### src/core/irq_arb_pkg.sv
// Constants and types shared by the interrupt priority arbiter
package irq_arb_pkg;

	localparam int NCH   = 11;
	localparam int NREQ  = 22;
	localparam int CH_W  = 4;
	localparam int IDX_W = 5;
	localparam int PRL_W = 3;
	localparam int DW    = 8;
	localparam int AW    = 8;
	localparam int PCW   = 16;
	localparam int DEP_W = 4;

	// Daisy chain positions, index 0 is the highest position
	localparam logic [CH_W-1:0] CH_A0_WDT  = 4'h0;
	localparam logic [CH_W-1:0] CH_A1_STIM = 4'h1;
	localparam logic [CH_W-1:0] CH_B0_EFT0 = 4'h2;
	localparam logic [CH_W-1:0] CH_B1_EFT1 = 4'h3;
	localparam logic [CH_W-1:0] CH_C0_FLSH = 4'h4;
	localparam logic [CH_W-1:0] CH_C1_SPI  = 4'h5;
	localparam logic [CH_W-1:0] CH_D0_CLK  = 4'h6;
	localparam logic [CH_W-1:0] CH_D1_WAKE = 4'h7;
	localparam logic [CH_W-1:0] CH_MFT0    = 4'h8;
	localparam logic [CH_W-1:0] CH_E0      = 4'h9;
	localparam logic [CH_W-1:0] CH_E1      = 4'hA;
	localparam logic [CH_W-1:0] VEC_TOP    = 4'hF;

	localparam logic [PRL_W-1:0] PRL_LOWEST = 3'h7;
	localparam logic [PRL_W-1:0] CPL_RESET  = 3'h7;
	localparam logic [DEP_W-1:0] DEPTH_ONE  = 4'h1;

	// Register offsets
	localparam logic [AW-1:0] A_CENTRAL_IRQ_CONTROL_REG     = 8'h00;
	localparam logic [AW-1:0] A_EXTENDED_MODE_REG_TWO     = 8'h01;
	localparam logic [AW-1:0] A_ISEG     = 8'h02;
	localparam logic [AW-1:0] A_CSEG     = 8'h03;
	localparam logic [AW-1:0] A_STAT     = 8'h04;
	localparam logic [AW-1:0] A_PRL_BASE = 8'h10;

	// Field positions
	localparam int CENTRAL_IRQ_CONTROL_REG_CPL_LSB = 0;
	localparam int CENTRAL_IRQ_CONTROL_REG_IEN     = 4;
	localparam int CENTRAL_IRQ_CONTROL_REG_IAM     = 5;
	localparam int CENTRAL_IRQ_CONTROL_REG_TLMASK  = 6;
	localparam int CENTRAL_IRQ_CONTROL_REG_TLSRC   = 7;
	localparam int EXTENDED_MODE_REG_TWO_SEGSAVE = 0;
	localparam int STAT_TLACT   = 4;
	localparam int STAT_BLOCKED = 5;

	typedef enum logic [11:0] {
		S_IDLE     = 12'h001,
		S_PUSH_PCL = 12'h002,
		S_PUSH_PCH = 12'h004,
		S_PUSH_CSR = 12'h008,
		S_PUSH_FLG = 12'h010,
		S_VEC_RD   = 12'h020,
		S_VEC_WAIT = 12'h040,
		S_POP_FLG  = 12'h080,
		S_POP_CSR  = 12'h100,
		S_POP_PCH  = 12'h200,
		S_POP_PCL  = 12'h400,
		S_POP_END  = 12'h800
	} state_t;

	typedef enum logic [2:0] {
		PEND_NONE = 3'h0,
		PEND_FLG  = 3'h1,
		PEND_CSR  = 3'h2,
		PEND_PCH  = 3'h3,
		PEND_PCL  = 3'h4
	} pend_t;

endpackage

### src/core/interrupt_priority_arbiter.sv
// Interrupt priority arbitration and segment paging control
//
// Chosen here: the register addresses and the address-and-strobe port.
`timescale 1ns/1ns
module interrupt_priority_arbiter (
	input  wire logic        CORE_CLK,     // Core clock
	input  wire logic        RESET,        // Async reset, high
	input  wire logic [7:0]  REG_ADDR,     // Register address
	input  wire logic [7:0]  REG_WDATA,    // Register write data
	input  wire logic        REG_WR,       // Write strobe
	input  wire logic        REG_RD,       // Read strobe
	output logic      [7:0]  REG_RDATA,    // Read data, next cycle
	input  wire logic [10:0] IRQ_REQ,      // Channel interrupt requests
	input  wire logic [10:0] DMA_REQ,      // Channel DMA requests
	input  wire logic        WDT_TOP_REQ,  // Watchdog top level request
	input  wire logic        NMI_PIN,      // External top level pin
	input  wire logic        ARB_STROBE,   // Arbitration phase pulse
	input  wire logic [15:0] PC_IN,        // Current program counter
	input  wire logic [7:0]  FLAGS_IN,     // Current flags word
	input  wire logic        IRET_REQ,     // Return from interrupt
	input  wire logic        FAR_SEG_WR,   // Far call or jump load
	input  wire logic [7:0]  FAR_SEG_VAL,  // Segment for far load
	output logic             IRQ_ACK,      // Interrupt acknowledged
	output logic      [3:0]  ACK_CHAN,     // Acknowledged channel
	output logic             DMA_GRANT,    // DMA request granted
	output logic      [3:0]  DMA_CHAN,     // Granted DMA channel
	output logic             STK_PUSH,     // Stack push strobe
	output logic      [7:0]  STK_WDATA,    // Stack push byte
	output logic             STK_POP,      // Stack pop strobe
	input  wire logic [7:0]  STK_RDATA,    // Popped byte, next cycle
	output logic             VEC_REQ,      // Vector fetch strobe
	output logic      [3:0]  VEC_INDEX,    // Vector slot
	input  wire logic [15:0] VEC_DATA,     // Vector, next cycle
	output logic             PC_LOAD,      // Load program counter
	output logic      [15:0] PC_VALUE,     // New program counter
	output logic             FLAGS_LOAD,   // Load flags word
	output logic      [7:0]  FLAGS_VALUE,  // New flags word
	output logic      [7:0]  CODE_SEG,     // Segment in use for code
	output logic             BUSY          // Entry or return running
);

	typedef struct packed {
		irq_arb_pkg::state_t              st;
		irq_arb_pkg::pend_t               pend;
		logic [2:0]                       cpu_priority_level;
		logic                             global_irq_enable;
		logic                             arbitration_mode_select;
		logic                             top_level_maskable_irq;
		logic                             top_src_pin;
		logic                             segment_save_enable;
		logic [7:0]                       interrupt_segment_reg;
		logic [7:0]                       code_segment_reg;
		logic [10:0][2:0]                 channel_priority_level;
		logic [3:0]                       ack_ch;
		logic                             top_active;
		logic                             far_blocked;
		logic [3:0]                       legacy_depth;
		logic [15:0]                      pc_save;
		logic [7:0]                       flags_word;
		logic [7:0]                       rdata;
		logic                             ack_v;
		logic                             dma_v;
		logic [3:0]                       dma_ch;
		logic [7:0]                       push_d;
		logic [15:0]                      pc_ld;
		logic                             pc_ld_v;
		logic [7:0]                       fl_ld;
		logic                             fl_ld_v;
		logic [7:0]                       cseg;
		logic [2:0]                       pin_s;
		logic                             pin_lvl;
	} arb_state_t;

	arb_state_t r;
	arb_state_t n;

	logic [irq_arb_pkg::NREQ-1:0]                    arb_req;
	logic [irq_arb_pkg::NREQ-1:0][irq_arb_pkg::PRL_W-1:0] arb_lvl;
	logic                                            win_v;
	logic [irq_arb_pkg::IDX_W-1:0]                   win_idx;
	logic [irq_arb_pkg::PRL_W-1:0]                   win_lvl;
	logic                                            win_irq;
	logic [3:0]                                      win_ch;
	logic                                            top_req;
	logic                                            top_ok;

	// Priority register hit and channel index for an address
	function automatic logic [4:0] prl_decode(input logic [7:0] a);
		logic [7:0] off;
		off = a - irq_arb_pkg::A_PRL_BASE;
		if (a >= irq_arb_pkg::A_PRL_BASE && off < 8'(irq_arb_pkg::NCH))
			prl_decode = {1'b1, off[3:0]};
		else
			prl_decode = 5'h00;
	endfunction

	// DMA at even slot, interrupt at odd slot of the same channel
	genvar g;
	generate
		for (g = 0; g < irq_arb_pkg::NCH; g++)
		begin : g_req
			assign arb_req[2*g]   = DMA_REQ[g];
			assign arb_req[2*g+1] = IRQ_REQ[g];
			assign arb_lvl[2*g]   = r.channel_priority_level[g];
			assign arb_lvl[2*g+1] = r.channel_priority_level[g];
		end
	endgenerate

	priority_select u_select (
		.req     (arb_req),
		.lvl     (arb_lvl),
		.win_v   (win_v),
		.win_idx (win_idx),
		.win_lvl (win_lvl)
	);

	assign win_irq = win_idx[0];
	assign win_ch  = win_idx[4:1];

	// Top level source and its mask
	assign top_req = r.top_src_pin ? r.pin_lvl : WDT_TOP_REQ;
	assign top_ok  = top_req && !r.top_active
		&& (!r.top_level_maskable_irq || r.global_irq_enable);

	always_comb
	begin
		logic [4:0] hit;
		hit = prl_decode(REG_ADDR);
		n = r;
		n.ack_v   = 1'b0;
		n.dma_v   = 1'b0;
		n.pc_ld_v = 1'b0;
		n.fl_ld_v = 1'b0;
		n.rdata   = 8'h00;
		n.pend    = irq_arb_pkg::PEND_NONE;

		// Pin synchroniser, level taken once stages two and three agree
		n.pin_s = {r.pin_s[1:0], NMI_PIN};
		if (r.pin_s[1] == r.pin_s[2])
			n.pin_lvl = r.pin_s[2];

		// Register read
		if (REG_RD)
		begin
			if (hit[4])
				n.rdata = {5'h00, r.channel_priority_level[hit[3:0]]};
			else
			begin
				case (REG_ADDR)
					irq_arb_pkg::A_CENTRAL_IRQ_CONTROL_REG: n.rdata = {r.top_src_pin,
						r.top_level_maskable_irq, r.arbitration_mode_select,
						r.global_irq_enable, 1'b0, r.cpu_priority_level};
					irq_arb_pkg::A_EXTENDED_MODE_REG_TWO: n.rdata = {7'h00,
						r.segment_save_enable};
					irq_arb_pkg::A_ISEG: n.rdata = r.interrupt_segment_reg;
					irq_arb_pkg::A_CSEG: n.rdata = r.code_segment_reg;
					irq_arb_pkg::A_STAT: n.rdata = {2'h0, r.far_blocked,
						r.top_active, r.ack_ch};
					default: n.rdata = 8'h00;
				endcase
			end
		end

		// Register write, hardware updates below take precedence
		if (REG_WR)
		begin
			if (hit[4])
				n.channel_priority_level[hit[3:0]] = REG_WDATA[2:0];
			else
			begin
				case (REG_ADDR)
					irq_arb_pkg::A_CENTRAL_IRQ_CONTROL_REG:
					begin
						n.cpu_priority_level = REG_WDATA[
							irq_arb_pkg::CENTRAL_IRQ_CONTROL_REG_CPL_LSB +: 3];
						n.global_irq_enable = REG_WDATA[irq_arb_pkg::CENTRAL_IRQ_CONTROL_REG_IEN];
						n.arbitration_mode_select =
							REG_WDATA[irq_arb_pkg::CENTRAL_IRQ_CONTROL_REG_IAM];
						n.top_level_maskable_irq =
							REG_WDATA[irq_arb_pkg::CENTRAL_IRQ_CONTROL_REG_TLMASK];
						n.top_src_pin = REG_WDATA[irq_arb_pkg::CENTRAL_IRQ_CONTROL_REG_TLSRC];
					end
					irq_arb_pkg::A_EXTENDED_MODE_REG_TWO: n.segment_save_enable =
						REG_WDATA[irq_arb_pkg::EXTENDED_MODE_REG_TWO_SEGSAVE];
					irq_arb_pkg::A_ISEG: n.interrupt_segment_reg = REG_WDATA;
					irq_arb_pkg::A_CSEG: n.code_segment_reg = REG_WDATA;
					irq_arb_pkg::A_STAT:
						if (REG_WDATA[irq_arb_pkg::STAT_BLOCKED])
							n.far_blocked = 1'b0;
					default: ;
				endcase
			end
		end

		// Far segment loads; legacy routines stay in the interrupt segment
		if (FAR_SEG_WR)
		begin
			if (r.legacy_depth != '0)
				n.far_blocked = 1'b1;
			else
				n.code_segment_reg = FAR_SEG_VAL;
		end

		// Capture of a byte popped in the previous cycle
		case (r.pend)
			irq_arb_pkg::PEND_FLG:
			begin
				n.fl_ld   = STK_RDATA;
				n.fl_ld_v = 1'b1;
			end
			irq_arb_pkg::PEND_CSR: n.code_segment_reg = STK_RDATA;
			irq_arb_pkg::PEND_PCH: n.pc_save[15:8] = STK_RDATA;
			default: ;
		endcase

		case (r.st)
			irq_arb_pkg::S_IDLE:
			begin
				if (IRET_REQ)
					n.st = irq_arb_pkg::S_POP_FLG;
				else if (ARB_STROBE)
				begin
					if (top_ok)
					begin
						n.ack_ch     = irq_arb_pkg::VEC_TOP;
						n.top_active = 1'b1;
					end
					else if (win_v && !win_irq)
					begin
						n.dma_v  = 1'b1;
						n.dma_ch = win_ch;
					end
					// Strict compare also rejects level 7 and same level
					else if (win_v && r.global_irq_enable && !r.top_active
						&& win_lvl < r.cpu_priority_level)
						n.ack_ch = win_ch;
					if (top_ok || (win_v && win_irq && r.global_irq_enable
						&& !r.top_active && win_lvl < r.cpu_priority_level))
					begin
						// CPU priority is left as it stands
						n.ack_v             = 1'b1;
						n.global_irq_enable = 1'b0;
						n.pc_save           = PC_IN;
						n.flags_word        = FLAGS_IN;
						n.push_d            = PC_IN[7:0];
						n.st                = irq_arb_pkg::S_PUSH_PCL;
					end
				end
			end
			irq_arb_pkg::S_PUSH_PCL:
			begin
				n.push_d = r.pc_save[15:8];
				n.st     = irq_arb_pkg::S_PUSH_PCH;
			end
			irq_arb_pkg::S_PUSH_PCH:
			begin
				if (r.segment_save_enable)
				begin
					n.push_d = r.code_segment_reg;
					n.st     = irq_arb_pkg::S_PUSH_CSR;
				end
				else
				begin
					n.push_d = r.flags_word;
					n.st     = irq_arb_pkg::S_PUSH_FLG;
				end
			end
			irq_arb_pkg::S_PUSH_CSR:
			begin
				n.push_d = r.flags_word;
				n.st     = irq_arb_pkg::S_PUSH_FLG;
			end
			irq_arb_pkg::S_PUSH_FLG: n.st = irq_arb_pkg::S_VEC_RD;
			irq_arb_pkg::S_VEC_RD:   n.st = irq_arb_pkg::S_VEC_WAIT;
			irq_arb_pkg::S_VEC_WAIT:
			begin
				n.pc_ld   = VEC_DATA;
				n.pc_ld_v = 1'b1;
				if (r.segment_save_enable)
					n.code_segment_reg = r.interrupt_segment_reg;
				else
					n.legacy_depth = r.legacy_depth + irq_arb_pkg::DEPTH_ONE;
				n.st = irq_arb_pkg::S_IDLE;
			end
			irq_arb_pkg::S_POP_FLG:
			begin
				n.pend = irq_arb_pkg::PEND_FLG;
				n.st   = r.segment_save_enable ? irq_arb_pkg::S_POP_CSR
					: irq_arb_pkg::S_POP_PCH;
			end
			irq_arb_pkg::S_POP_CSR:
			begin
				n.pend = irq_arb_pkg::PEND_CSR;
				n.st   = irq_arb_pkg::S_POP_PCH;
			end
			irq_arb_pkg::S_POP_PCH:
			begin
				n.pend = irq_arb_pkg::PEND_PCH;
				n.st   = irq_arb_pkg::S_POP_PCL;
			end
			irq_arb_pkg::S_POP_PCL:
			begin
				n.pend = irq_arb_pkg::PEND_PCL;
				n.st   = irq_arb_pkg::S_POP_END;
			end
			irq_arb_pkg::S_POP_END:
			begin
				n.pc_ld             = {r.pc_save[15:8], STK_RDATA};
				n.pc_ld_v           = 1'b1;
				n.global_irq_enable = 1'b1;
				n.top_active        = 1'b0;
				if (!r.segment_save_enable && r.legacy_depth != '0)
					n.legacy_depth = r.legacy_depth - irq_arb_pkg::DEPTH_ONE;
				n.st = irq_arb_pkg::S_IDLE;
			end
			default: n.st = irq_arb_pkg::S_IDLE;
		endcase

		// Legacy routines run from the interrupt segment
		n.cseg = (n.legacy_depth != '0) ? n.interrupt_segment_reg
			: n.code_segment_reg;
	end

	always_ff @(posedge CORE_CLK or posedge RESET)
	begin
		if (RESET)
		begin
			r                          <= '0;
			r.st                       <= irq_arb_pkg::S_IDLE;
			r.pend                     <= irq_arb_pkg::PEND_NONE;
			r.cpu_priority_level       <= irq_arb_pkg::CPL_RESET;
			r.channel_priority_level   <= {irq_arb_pkg::NCH{
				irq_arb_pkg::PRL_LOWEST}};
		end
		else
			r <= n;
	end

	assign REG_RDATA   = r.rdata;
	assign IRQ_ACK     = r.ack_v;
	assign ACK_CHAN    = r.ack_ch;
	assign DMA_GRANT   = r.dma_v;
	assign DMA_CHAN    = r.dma_ch;
	assign STK_WDATA   = r.push_d;
	assign PC_LOAD     = r.pc_ld_v;
	assign PC_VALUE    = r.pc_ld;
	assign FLAGS_LOAD  = r.fl_ld_v;
	assign FLAGS_VALUE = r.fl_ld;
	assign CODE_SEG    = r.cseg;
	assign VEC_INDEX   = r.ack_ch;

	assign STK_PUSH = (r.st == irq_arb_pkg::S_PUSH_PCL)
		|| (r.st == irq_arb_pkg::S_PUSH_PCH)
		|| (r.st == irq_arb_pkg::S_PUSH_CSR)
		|| (r.st == irq_arb_pkg::S_PUSH_FLG);
	assign STK_POP = (r.st == irq_arb_pkg::S_POP_FLG)
		|| (r.st == irq_arb_pkg::S_POP_CSR)
		|| (r.st == irq_arb_pkg::S_POP_PCH)
		|| (r.st == irq_arb_pkg::S_POP_PCL);
	assign VEC_REQ = (r.st == irq_arb_pkg::S_VEC_RD);
	assign BUSY    = (r.st != irq_arb_pkg::S_IDLE);

endmodule

### src/core/priority_select.sv
// Priority comparator with fixed daisy chain tie break
`timescale 1ns/1ns
module priority_select (
	input  wire logic [irq_arb_pkg::NREQ-1:0]                    req,   // Requests
	input  wire logic [irq_arb_pkg::NREQ-1:0][irq_arb_pkg::PRL_W-1:0] lvl, // Levels
	output logic                                                 win_v, // Any request
	output logic [irq_arb_pkg::IDX_W-1:0]                        win_idx, // Winner
	output logic [irq_arb_pkg::PRL_W-1:0]                        win_lvl  // Its level
);

	always_comb
	begin
		win_v   = 1'b0;
		win_idx = '0;
		win_lvl = irq_arb_pkg::PRL_LOWEST;
		// Walk downward so the highest chain position wins a tie
		for (int i = irq_arb_pkg::NREQ - 1; i >= 0; i--)
		begin
			if (req[i] && (!win_v || lvl[i] <= win_lvl))
			begin
				win_v   = 1'b1;
				win_idx = i[irq_arb_pkg::IDX_W-1:0];
				win_lvl = lvl[i];
			end
		end
	end

endmodule

### config.mk
export PLATFORM = sky130hd
export DESIGN_NAME = interrupt_priority_arbiter
export DESIGN_NICKNAME = d
export VERILOG_FILES = /design/src/core/irq_arb_pkg.sv /design/src/core/interrupt_priority_arbiter.sv /design/src/core/priority_select.sv
export SDC_FILE = /design/constraint.sdc
export NUM_CORES = 1
export LEC_CHECK = 0
export ABC_CLOCK_PERIOD_IN_PS = 49400
export BUFFER_PORTS_ARGS = -buffer_cell sky130_fd_sc_hd__clkbuf_2
export CAP_MARGIN = 20
export CORE_MARGIN = 5
export CORE_UTILIZATION = 35
export DETAILED_ROUTE_END_ITERATION = 12
export PLACE_DENSITY_LB_ADDON = 0.3
export SLEW_MARGIN = 20
export SYNTH_ARGS = -nofsm -noshare
export SYNTH_HDL_FRONTEND = slang
export SYNTH_SLANG_ARGS = --single-unit
### constraint.sdc
create_clock -name CORE_CLK -period 49.4 [get_ports CORE_CLK]
set_input_delay 4.94 -clock CORE_CLK [delete_from_list [all_inputs] [get_ports CORE_CLK]]
set_output_delay 4.94 -clock CORE_CLK [all_outputs]
set_load 0.01 [all_outputs]
; ---- Word-level counts from Yosys, hierarchy flattened
; Cells that the tools add are included.
[totals]
register_bits = 166
elab_cells = 336
[classes]
add_sub_neg = 3
magnitude_cmp = 26
n_eq_ne = 28
n_mux = 132
bitwise_logic = 3
n_reduce_logical = 104
[ops]
columns = operator, n
row1 = 2-to-1 mux 5 bit, 26
row2 = one-hot mux 12 bit (10 select lines), 1
row3 = 2-to-1 mux 8 bit, 13
row4 = 2-to-1 mux 24 bit, 4
row5 = 2-to-1 mux 3 bit, 24
row6 = less-or-equal comparator 3 bit, 21
row7 = 2-to-1 mux 54 bit, 1
row8 = one-hot mux 8 bit (5 select lines), 1
row9 = 2-to-1 mux 1 bit, 38
row10 = 2-to-1 mux 12 bit, 3
row11 = logical AND 1 bit, 34
row12 = one-hot mux 17 bit (2 select lines), 1
row13 = bitwise mux 33 bit, 1
row14 = 2-to-1 mux 33 bit, 1
row15 = one-hot mux 8 bit (4 select lines), 1
row16 = logical OR 1 bit, 29
row17 = 2-to-1 mux 14 bit, 2
row18 = zero test 1 bit, 25
row19 = 2-to-1 mux 4 bit, 6
row20 = 2-to-1 mux 21 bit, 1
row21 = == test 8 x 2 -> 1 bit (second input constant), 2
row22 = binary-select mux 3 bit (select 4 bit), 1
row23 = demux 3 bit (select 4 bit), 1
row24 = == test 12 x 1 -> 1 bit (second input constant), 1
row25 = 40 further kinds, 58

; ---- Longest topological paths before layout
; Gate-level depths: netlist of the first run.
[depth]
ltp_word = 94
ltp_mapped = 154
mapped_depth_nobuf = 149

; ---- By module
; A second synthesis of the first run with hierarchy kept.
[hier_totals]
hier_cells = 1217
hier_area_um2 = 11443.5
[by_module_without_submodules]
columns = mod, n_inst, cells_each, area_per_inst_um2
row1 = interrupt_priority_arbiter, 1, 758, 8189.1
row2 = priority_select, 1, 459, 3254.4

; ---- Worst setup path before layout of the first run
; Ideal clock, no wire load.
[synth_path]
path_kind = input -> register
startpoint = input IRQ_REQ[10]
endpoint = register r[60] (netlist bit)
setup_ns = 0.127
arrival_ns = 31.337
setup_slack_ns = 17.936
cell_stages = 142
cell_sequence = nor2_1 nor2_1 ha_1 nor2b_1 o311ai_1 a21o_1 o22ai_1 ha_1 nand2_1 o21a_1 o21ai_0 nand2_1 o21ai_0 inv_1 ha_1 a21oi_1 o21ai_0 a31oi_1 [106 not listed] o21ai_1 mux2i_1 ha_1 nor2b_1 o21a_1 o21ai_0 o21ai_0 nand2_1 mux2_2 ha_1 a2111oi_0 and2_1 nand4_1 o221ai_2 and4_1 buf_6 buf_6 mux2_1
[synth_between]
elab_chain_len = 91
[synth_rtl]
columns = element, line
row1 = "start, declared", interrupt_priority_arbiter.sv:13  ; input wire logic [10:0] IRQ_REQ,
row2 = "parallel branches: the longest is 88 deep, another holds less-or-equal comparator 3 bit", n/a
row3 = logical AND 1 bit (*), interrupt_priority_arbiter.sv:238  ; && !r.top_active && win_lvl < r.cpu_priority_level))
row4 = logical OR 1 bit (*), interrupt_priority_arbiter.sv:237  ; if (top_ok || (win_v && win_irq && r.global_irq_enable
row5 = AND reduction 4 bit (no source line) (*), n/a
row6 = "end signal, assigned", interrupt_priority_arbiter.sv:336  ; r <= n;
row7 = "end, declared", interrupt_priority_arbiter.sv:74  ; arb_state_t r;
; Mark *: on every way between the ends.
; A chain may end at the register's enable or synchronous reset.

; ---- Final worst setup path of the first run
[layout_path]
startpoint = input IRQ_REQ[10]
endpoint = register r, in the netlist STK_WDATA[0]
[layout_between]
elab_chain_len = 92
[layout_rtl]
columns = element, line
row1 = "parallel branches: the longest is 88 deep, another holds less-or-equal comparator 3 bit", n/a
row2 = logical AND 1 bit (*), interrupt_priority_arbiter.sv:238
row3 = logical OR 1 bit (*), interrupt_priority_arbiter.sv:237
row4 = != test 2 bit (no source line) (*), n/a
row5 = AND reduction 4 bit (no source line) (*), n/a
; Marks and branches as above.

==> results.yml, run 1 <==
logic_synthesis:
  async_flop_share_pct: 100
  yosys_register_bits: 158
  avgSynthCellArea_um2: 9.43
  seq_area_frac_synth_pct: 36.6
  syn_area_um2: 10900
  netlist_instances: 1158
  synth.net_count: 1325
  yosys.cell_types.count: 84
  synthFlopType: "dfrtp_1"
  synth-warning-count: 0
  synth_edf_count: 0
critical_path:
  rrSetupSlack_ps: 17420
  slowest_delay_ps: 760
  worstSetupStartpointType: "input pin"
  reg2reg_to: "STK_WDATA[0]"
  worstSetupPathType: "in -> reg"
  reg2reg_depth: 138
  cp_slowest_cell: "o31ai_1"
  worstPathArrival_ps: 36760
  worstPathRequired_ps: 49760
  critPathMaxFanout: 43
  cp_top_family: "compound AO/OA/AOI/OAI gates"
  cpMostUsedCell: "o21ai_0"
  cp-end-kind: "flip-flop"
  path_buf_inv: 8
timing:
  hold_viol: 0
  fin_tns_setup_ps: 0
  clock_skew_ps: 9.87
  tightest_slew_ps: 1090
  drv_slew: 0
  setup_ws_ps: 13000
  period_needed_ps: 36400
  rsz0062_at_grt: "no"
  period_share_pct: 73.7
  whs_ps: 349
  slew_headroom_pct: 27.4
  max_freq_mhz: 27.5
  finalSetupViolCount: 0
layout:
  drive_above_1_share_pct: 28.2
  nets: 1417
  area_delta_synth_final_pct: 12.1
  fin_area_um2: 12200
  antenna_cells: 0
  fin_util_pct: 39.9
  layoutNonFillerInstCount: 1659
power_and_ir_drop:
  leakage_nw: 5.78
  peakVddDrop_mv: 0.0239
  switching_share_pct: 39.7
  power.switching_mw: 0.227
  p_comb_share_pct: 43.3
  power-per-cell-area_nw_per_um2: 46.8
  p_int_mw: 0.345
  p_clk_share_pct: 22.9
  pwr-share-seq_pct: 33.8
  totalPowerFinal_mw: 0.573
floorplan:
  initial_core_util_pct: 35.6
  row_count: 64
  fp.dieArea_um2: 34800
  io_pins: 171
  coreArea_um2: 30700
  fp.dieH_um: 187
  die_w_um: 187
routing:
  ant_nets: 0
  drtIter0Drc: 626
  dr.pass1.iters: 5
  drc: 0
  routedWlPerCell_um: 19.4
  vias_per_cell: 5.50
  vias: 9124
  wirelength_um: 32200
grt:
  grt_start_max_net_pins: 85
  grt.total_usage_pct: 18.0
  overflow: 0
  grt_pass1_wl_um: 50900
  grt_pass1_vias: 9067
  antenna_found_initial: 0
clock_network:
  cts_root_buf: "clkbuf_16"
  cts_resized: 0
  path_clk_slew_ps: 60
  cts_setup_buffers: 0
  cts_buffer_depth: 2
  clk_latency_ps: 430
  htree_levels: 4
  cts_sinks: 158
  cts_tree: "done"
  cts-buffers-inserted: 17
  cts_hold_buf: 0
placement:
  post_dp_cell_area_um2: 11600
  place.gp.congestion: 0.874
  port-buffer-count: 170
  dp.cells: 1627
  hpwlAfterDp_um: 24900
  place_ws_ps: 12530
run:
  drv_cap: 0
hold_path:
  min_path_type: "reg -> reg"
  hold-path-cell-count: 0
  holdPathEnd: "n[3]"
  min_from: "n[2]"
status:
  status: "finished, final reports clean"
[power groups by stage]
stage / Sequential (mW) / Combinational, mW / Clock (mW)
floorplan: 0.182 / 0.205 / 0
global placement: 0.195 / 0.242 / 0
detailed placement: 0.195 / 0.248 / 0
CTS: 0.193 / 0.249 / 0.133
global route: 0.198 / 0.279 / 0.138
finish: 0.193 / 0.248 / 0.131
[worst max-delay path by stage]
stage | slack, ps | cells after the start | to | startpoint
3_3_place_gp | 13310 | 138 | STK_WDATA[3] | IRQ_REQ[10]
3_5_place_dp | 12530 | 140 | STK_WDATA[3] | IRQ_REQ[10]
2_1_floorplan | 17940 | 142 | r[60] | IRQ_REQ[10]
4_1_cts | 12870 | 140 | STK_WDATA[3] | IRQ_REQ[10]
6_report | 13000 | 140 | STK_WDATA[0] | IRQ_REQ[10]
5_1_grt | 9950 | 140 | STK_WDATA[0] | IRQ_REQ[10]
[per-layer routing]
layer  GRT usage (%)  wire, µm  up-vias
met5               0         0        -
met4            4.06       494        0
met3            3.76      1480       35
met2            28.8     14900      235
met1            25.1     15300     4484
li1                -         -     4370
[synthesized netlist by cell type, types with 7 or more instances]
master	instances	area, µm²
o31ai_1	10	75.1
nand3_1	33	165
a21oi_1	59	295
a211oi_1	18	135
a31oi_1	12	75.1
clkbuf_1	29	109
mux2i_1	44	440
o21a_1	21	158
ha_1	64	801
buf_4	61	458
a21o_1	17	128
o21ai_0	74	370
a222oi_1	8	80.1
nor2b_1	12	75.1
dfrtp_1	121	3030
nand2_1	107	402
and2_1	9	56.3
buf_6	8	90.1
mux2_1	8	90.1
inv_1	58	218
mux2_2	69	777
dfstp_2	37	972
or3_1	7	43.8
nor3_1	14	70.1
a22oi_1	18	135
nor2_1	85	319
or2_2	9	56.3
a2bb2oi_2	8	120
[placed cells by master, fill, tap and decap left out, drive strengths merged, types with 7 or more instances in the layout]
master and count:
mux2 77, a22oi 18, clkbuf 192, or3 7, mux2i 44, dfstp 37
and2 11, o31ai 10, nor4 11, inv 65, nor2 85, a222oi 8
or2 11, o21ai 80, nor2b 12, a31oi 14, a2bb2oi 8, nand3 33
a21oi 60, a21o 17, dfrtp 121, nor3 15, nand2 108, buf 7
o21a 22, ha 64, a211oi 18
[kinds of logic (layout without fill, tap and decap cells)]
group | Yosys count | after routing | synth area share [%]
AND/OR/NAND/NOR | 340 | 340 | 15.7
AO/OA/AOI/OAI | 307 | 307 | 19.3
buffers and inverters | 162 | 267 | 8.25
flip-flops | 158 | 158 | 36.6
multiplexers | 123 | 123 | 12.4
adder cells (fa/ha/maj) | 65 | 65 | 7.43
XOR/XNOR | 3 | 3 | 0.241
[area by class of cell]
cell class	count	area, µm²
clock buffer	22	518
clock inverter	10	67.6
fill	3095	18400
inverter	58	223
multi-input combinational	838	6030
sequential	158	4000
tap	396	495
timing repair buffer	177	907
Note: power is estimated with default switching activity, not from simulation.
==> run 2, diff against run 1 <==
--- a/config.mk
+++ b/config.mk
@@ -5,7 +5,7 @@
 export SDC_FILE = /design/constraint.sdc
 export NUM_CORES = 1
 export LEC_CHECK = 0
-export ABC_CLOCK_PERIOD_IN_PS = 49400
+export ABC_CLOCK_PERIOD_IN_PS = 29800
 export BUFFER_PORTS_ARGS = -buffer_cell sky130_fd_sc_hd__clkbuf_2
 export CAP_MARGIN = 20
 export CORE_MARGIN = 5
==> constraint.sdc (replaced) <==
create_clock -name CORE_CLK -period 29.8 [get_ports CORE_CLK]
set_input_delay 2.98 -clock CORE_CLK [delete_from_list [all_inputs] [get_ports CORE_CLK]]
set_output_delay 2.98 -clock CORE_CLK [all_outputs]
set_load 0.01 [all_outputs]
==> results.yml, run 2 (synthesis gave the netlist of run 1 again) <==
routing:
  drc: 0
  dr.pass1.iters: 5
  drtIter0Drc: 715
  vias: 9351
  vias_per_cell: 5.40
  routedWlPerCell_um: 19.2
  ant_nets: 0
  wirelength_um: 33200
clock_network:
  cts_buffer_depth: 2
  htree_levels: 4
  cts_tree: "done"
  cts-buffers-inserted: 17
  clk_latency_ps: 440
  path_clk_slew_ps: 60
  cts_sinks: 158
  cts_root_buf: "clkbuf_16"
power_and_ir_drop:
  peakVddDrop_mv: 0.0357
  leakage_nw: 6.18
  power-per-cell-area_nw_per_um2: 79.4
grt:
  grt_pass1_wl_um: 52100
  grt_start_max_net_pins: 88
  grt.total_usage_pct: 18.4
  globalRouteMet2Util_pct: 29.1
  gr-usage-met3_pct: 3.21
  grt_util_met1_pct: 26.2
  antenna_found_initial: 1
  grt_pass1_vias: 9277
  grt.busiest_layer: "met2"
  overflow: 0
critical_path:
  worstSetupStartpointType: "input pin"
  slowest_delay_ps: 450
  cp-end-kind: "flip-flop"
  cpMostUsedCell: "ha_1"
  worstPathArrival_ps: 28690
  critPathMaxFanout: 22
  worstPathRequired_ps: 30110
  worstSetupPathType: "in -> reg"
  cp_slowest_cell: "or4_4"
layout:
  area_delta_synth_final_pct: 20.1
  drive_above_1_share_pct: 36.7
  layoutNonFillerInstCount: 1731
  final_common_cell: "clkbuf_2"
  fill_cells: 3025
  nets: 1488
  final_cell_mix: "170 x clkbuf_2, 121 x dfrtp_1, 105 x nand2_1"
placement:
  place_ws_ps: -1060
  dp.cells: 1676
  hpwlAfterDp_um: 25500
  port-buffer-count: 170
  place.gp.congestion: 0.890
floorplan:
  initial_core_util_pct: 35.6
  coreArea_um2: 30700
  die_w_um: 187
  fp.dieH_um: 187
  fp.dieArea_um2: 34800
  row_count: 64
  io_pins: 171
timing:
  max_freq_mhz: 35.2
  period_needed_ps: 28380
  period_share_pct: 95.3
  tightest_slew_ps: 934
  setup_ws_ps: 1420
  slew_headroom_pct: 37.7
  finalSetupViolCount: 0
  hold_viol: 0
  fin_tns_setup_ps: 0
  drv_slew: 0
  clock_skew_ps: 13.2
hold_path:
  min_path_type: "reg -> reg"
status:
  status: "finished, final reports clean"
run:
  drv_cap: 0
-- run 2: changes by cell type in the layout (fill, tap and decap cells not counted), moves of 7 or more --
cell and delta:
o21ai_1 +7, o21ai_2 +18, o21ai_0 -25, nor2_1 -12, buf_4 +70, nor2_2 +9
-- run 2: final timing paths --
path | slack, ps | from | endpoint | cells past startpoint
max in group asynchronous | 25710 | RESET | r[60] | 3
worst max register to register | 3680 | flip-flop | r[61] | 149
worst min-delay path | 350 | n[2] | n[3] | 0
worst min register to register | 350 | n[2] | n[3] | 0
worst max-delay path | 1420 | DMA_REQ[10] | r[61] | 151
min in group asynchronous | 2660 | RESET | REG_RDATA[2] | 2
-- run 2: power by group --
| group | internal (mW) | total, mW | leakage (nW) | switching [mW] |
|---|---|---|---|---|
| logic | 0.237 | 0.502 | 4.02 | 0.264 |
| registers | 0.272 | 0.321 | 1.86 | 0.0492 |
| clock network | 0.126 | 0.218 | 0.293 | 0.0925 |
| total | 0.635 | 1.04 | 6.18 | 0.406 |
-- run 2: timing repair --
action                                  4_1_cts  5_1_grt
buffers inserted                              0       22
cloned                                        0        1
hold buffers                                  0        0
pin swaps                                     2       50
endpoints found under the setup margin       32       37
resized for setup                            15       93
-- run 2: per-stage QoR --
| step | hold slack (ps) | area [µm²] | total power, mW | utilization [%] |
|---|---|---|---|---|
| after floorplan | 331 | 10900 | 0.641 | - |
| after detailed placement | 339 | 12000 | 0.766 | 39.1 |
| after CTS | 354 | 12600 | 0.993 | 41.2 |
| after global placement | 332 | 12000 | 0.759 | 39.1 |
| final | 351 | 13100 | 1.04 | 42.7 |
| after global routing | 370 | 13100 | 1.11 | 42.7 |
-- run 2: cell type report --
cell class | instances | area [µm²] | area share [%]
Antenna cell | 1 | 2.50 | 0.0191
Clock buffer | 22 | 485 | 3.70
Clock inverter | 10 | 96.3 | 0.735
Inverter | 58 | 223 | 1.70
Multi-Input combinational cell | 839 | 6370 | 48.6
Sequential cell | 158 | 4000 | 30.5
Tap cell | 396 | 495 | 3.78
Timing Repair Buffer | 247 | 1430 | 10.9
-- run 2: metal layers --
metal,part of all wire (%),up-vias
met1,48,4570
met2,46,227
met4,1.9,0
li1,-,4514
met3,4.1,40
met5,0,-
-- run 2: worst max-delay path: cells and delay by family --
family / cells / cell delay [ps]
compound gates: 59 / 9180
fa+ha+maj: 21 / 5750
buf+inv: 14 / 1740
mux: 9 / 2450
simple gates: 48 / 6550
==> run 3, diff against run 2 <==
--- a/config.mk
+++ b/config.mk
@@ -5,13 +5,14 @@
 export SDC_FILE = /design/constraint.sdc
 export NUM_CORES = 1
 export LEC_CHECK = 0
+export ABC_AREA = 1
 export ABC_CLOCK_PERIOD_IN_PS = 29800
 export BUFFER_PORTS_ARGS = -buffer_cell sky130_fd_sc_hd__clkbuf_2
 export CAP_MARGIN = 20
 export CORE_MARGIN = 5
 export CORE_UTILIZATION = 35
 export DETAILED_ROUTE_END_ITERATION = 12
-export PLACE_DENSITY_LB_ADDON = 0.3
+export PLACE_DENSITY = 0.66
 export SLEW_MARGIN = 20
 export SYNTH_ARGS = -nofsm -noshare
 export SYNTH_HDL_FRONTEND = slang
==> results.yml, run 3 <==
power_and_ir_drop:
  switching_share_pct: 41.8
  totalPowerFinal_mw: 0.921
  p_comb_share_pct: 44.3
  p_int_mw: 0.536
  leakage_nw: 6.08
  power-per-cell-area_nw_per_um2: 76.2
  p_clk_share_pct: 24.5
  pwr-share-seq_pct: 31.2
  power.switching_mw: 0.385
  peakVddDrop_mv: 0.0496
logic_synthesis:
  async_flop_share_pct: 100
  synth_edf_count: 0
  avgSynthCellArea_um2: 7.61
  netlist_instances: 1400
  synthTopCellsByArea: "dfrtp_1 28%, nand2_1 14%, dfstp_2 9.1%"
  synth_most_common_cell: "nand2_1"
  syn_area_um2: 10700
  yosys-top-cells-count: "385 x nand2_1, 179 x inv_1, 125 x o21ai_0, 121 x dfrtp_1, 100 x nor2_1"
  synth.net_count: 1567
  seq_area_frac_synth_pct: 37.6
  synth_top_area_cell: "dfrtp_1"
  yosys_register_bits: 158
  synth-warning-count: 0
  synthFlopType: "dfrtp_1"
  yosys.cell_types.count: 60
  synth_top_cell_area_share_pct: 28.4
clock_network:
  cts-buffers-inserted: 17
  clk_latency_ps: 430
  cts_tree: "done"
  cts_resized: 0
  cts_setup_buffers: 0
  cts_buffer_depth: 2
  cts_hold_buf: 0
  htree_levels: 4
  cts_root_buf: "clkbuf_16"
  path_clk_slew_ps: 70
  cts_sinks: 158
routing:
  wirelength_um: 31200
  drc: 0
  ant_nets: 0
  wl_met1_um: 14400
  vias_per_cell: 5.07
  routedWlPerCell_um: 16.3
  vias: 9729
  drtIter0Drc: 769
  routed.top_layer: "met5"
  dr.pass1.iters: 7
  met2_length_um: 14300
  wl_met3_um: 1790
floorplan:
  initial_core_util_pct: 35.6
  fp.dieH_um: 184
  coreArea_um2: 29900
  fp.dieArea_um2: 34000
  io_pins: 171
  row_count: 63
  die_w_um: 184
grt:
  grt_pass1_vias: 9165
  grt.total_usage_pct: 17.8
  overflow: 0
  antenna_found_initial: 2
  grt_pass1_wl_um: 48600
  grt_start_max_net_pins: 90
critical_path:
  cpMostUsedCell: "nand2_1"
  worstSetupPathType: "in -> reg"
  slowest_delay_ps: 330
  cp-end-kind: "flip-flop"
  worstPathRequired_ps: 30120
  cp_top_family: "compound AO/OA/AOI/OAI gates"
  worstPathArrival_ps: 27400
  critPathMaxFanout: 18
  cp_slowest_cell: "ha_1"
  path_buf_inv: 21
  worstSetupStartpointType: "input pin"
timing:
  clock_skew_ps: 13.5
  period_share_pct: 90.9
  hold_viol: 0
  setup_ws_ps: 2720
  period_needed_ps: 27080
  tightest_slew_ps: 1060
  drv_slew: 0
  max_freq_mhz: 36.9
  finalSetupViolCount: 0
  slew_headroom_pct: 28.9
placement:
  hpwlAfterDp_um: 24800
  place_ws_ps: 2120
  port-buffer-count: 170
  place.gp.congestion: 0.910
hold_path:
  min_path_type: "reg -> reg"
layout:
  area_delta_synth_final_pct: 13.5
  drive_above_1_share_pct: 20.7
  final_common_cell: "nand2_1"
  final_cell_mix: "385 x nand2_1, 178 x inv_1, 170 x clkbuf_2"
  nets: 1682
run:
  drv_cap: 0
status:
  status: "finished, final reports clean"
[run 3: changes by cell type after synthesis, sizes merged, moves of 12 or more]
cell | previous run | this run
o21a | 22 | 1
nand2 | 108 | 417
mux2 | 77 | 10
nor2b | 12 | 0
o21ai | 80 | 146
a21o | 17 | 0
nand3 | 33 | 53
a21oi | 60 | 46
nor2 | 85 | 105
clkbuf | 29 | 12
a22oi | 18 | 3
inv | 58 | 184
mux2i | 44 | 0
[run 3: metal layers]
layer  track usage [%]  up-vias
met4              5.56        2
met3              3.28       40
met5                 0        -
met2              27.5      277
li1                  -     4818
met1              25.5     4592
[run 3: kinds of logic (layout without fill, tap and decap cells)]
family          after synthesis  count (layout)  share of synthesized area, %
buf+inv                     265             393                          11.9
fa+ha+maj                    65              65                          7.61
mux                          10              10                          1.06
compound gates              282             282                          16.1
simple gates                618             618                          25.6
xor+xnor                      2               2                         0.165
other cells                   0               1                             0
flops                       158             158                          37.6
[run 3: final timing paths]
kind	from	to	slack, ps	cells past startpoint
min in group asynchronous	RESET	DMA_CHAN[2]	2690	2
worst max register to register	flip-flop	ACK_CHAN[3]	5080	189
worst min register to register	n[2]	n[3]	350	0
max in group asynchronous	RESET	r[146]	25670	3
worst max-delay path	IRQ_REQ[10]	ACK_CHAN[3]	2720	191
worst min-delay path	n[2]	n[3]	350	0
[run 3: area by class of cell]
class | instances | area [µm²]
fill | 3019 | 17800
multi-input combinational | 977 | 5390
sequential | 158 | 4000
timing repair buffer | 171 | 858
inverter | 189 | 732
clock buffer | 20 | 489
tap | 390 | 488
clock inverter | 12 | 120
timing repair inverter | 1 | 8.76
antenna | 1 | 2.50
[run 3: through the flow]
step	TNS, ps	cells	hold WS, ps	instance area [µm²]	util [%]
finish	0	1919	351	12100	40.5
CTS	0	1917	354	12100	40.4
global placement	0	1885	335	11500	38.3
detailed placement	0	1885	338	11500	38.3
global route	-16.5	1919	357	12100	40.5
floorplan	0	1400	331	10700	-
[run 3: power by group through the flow]
stage	Sequential, mW	Combinational [mW]	Clock, mW
after global routing	0.291	0.466	0.236
final	0.287	0.408	0.225
after detailed placement	0.290	0.407	0
after floorplan	0.278	0.333	0
after CTS	0.287	0.409	0.227
after global placement	0.289	0.396	0
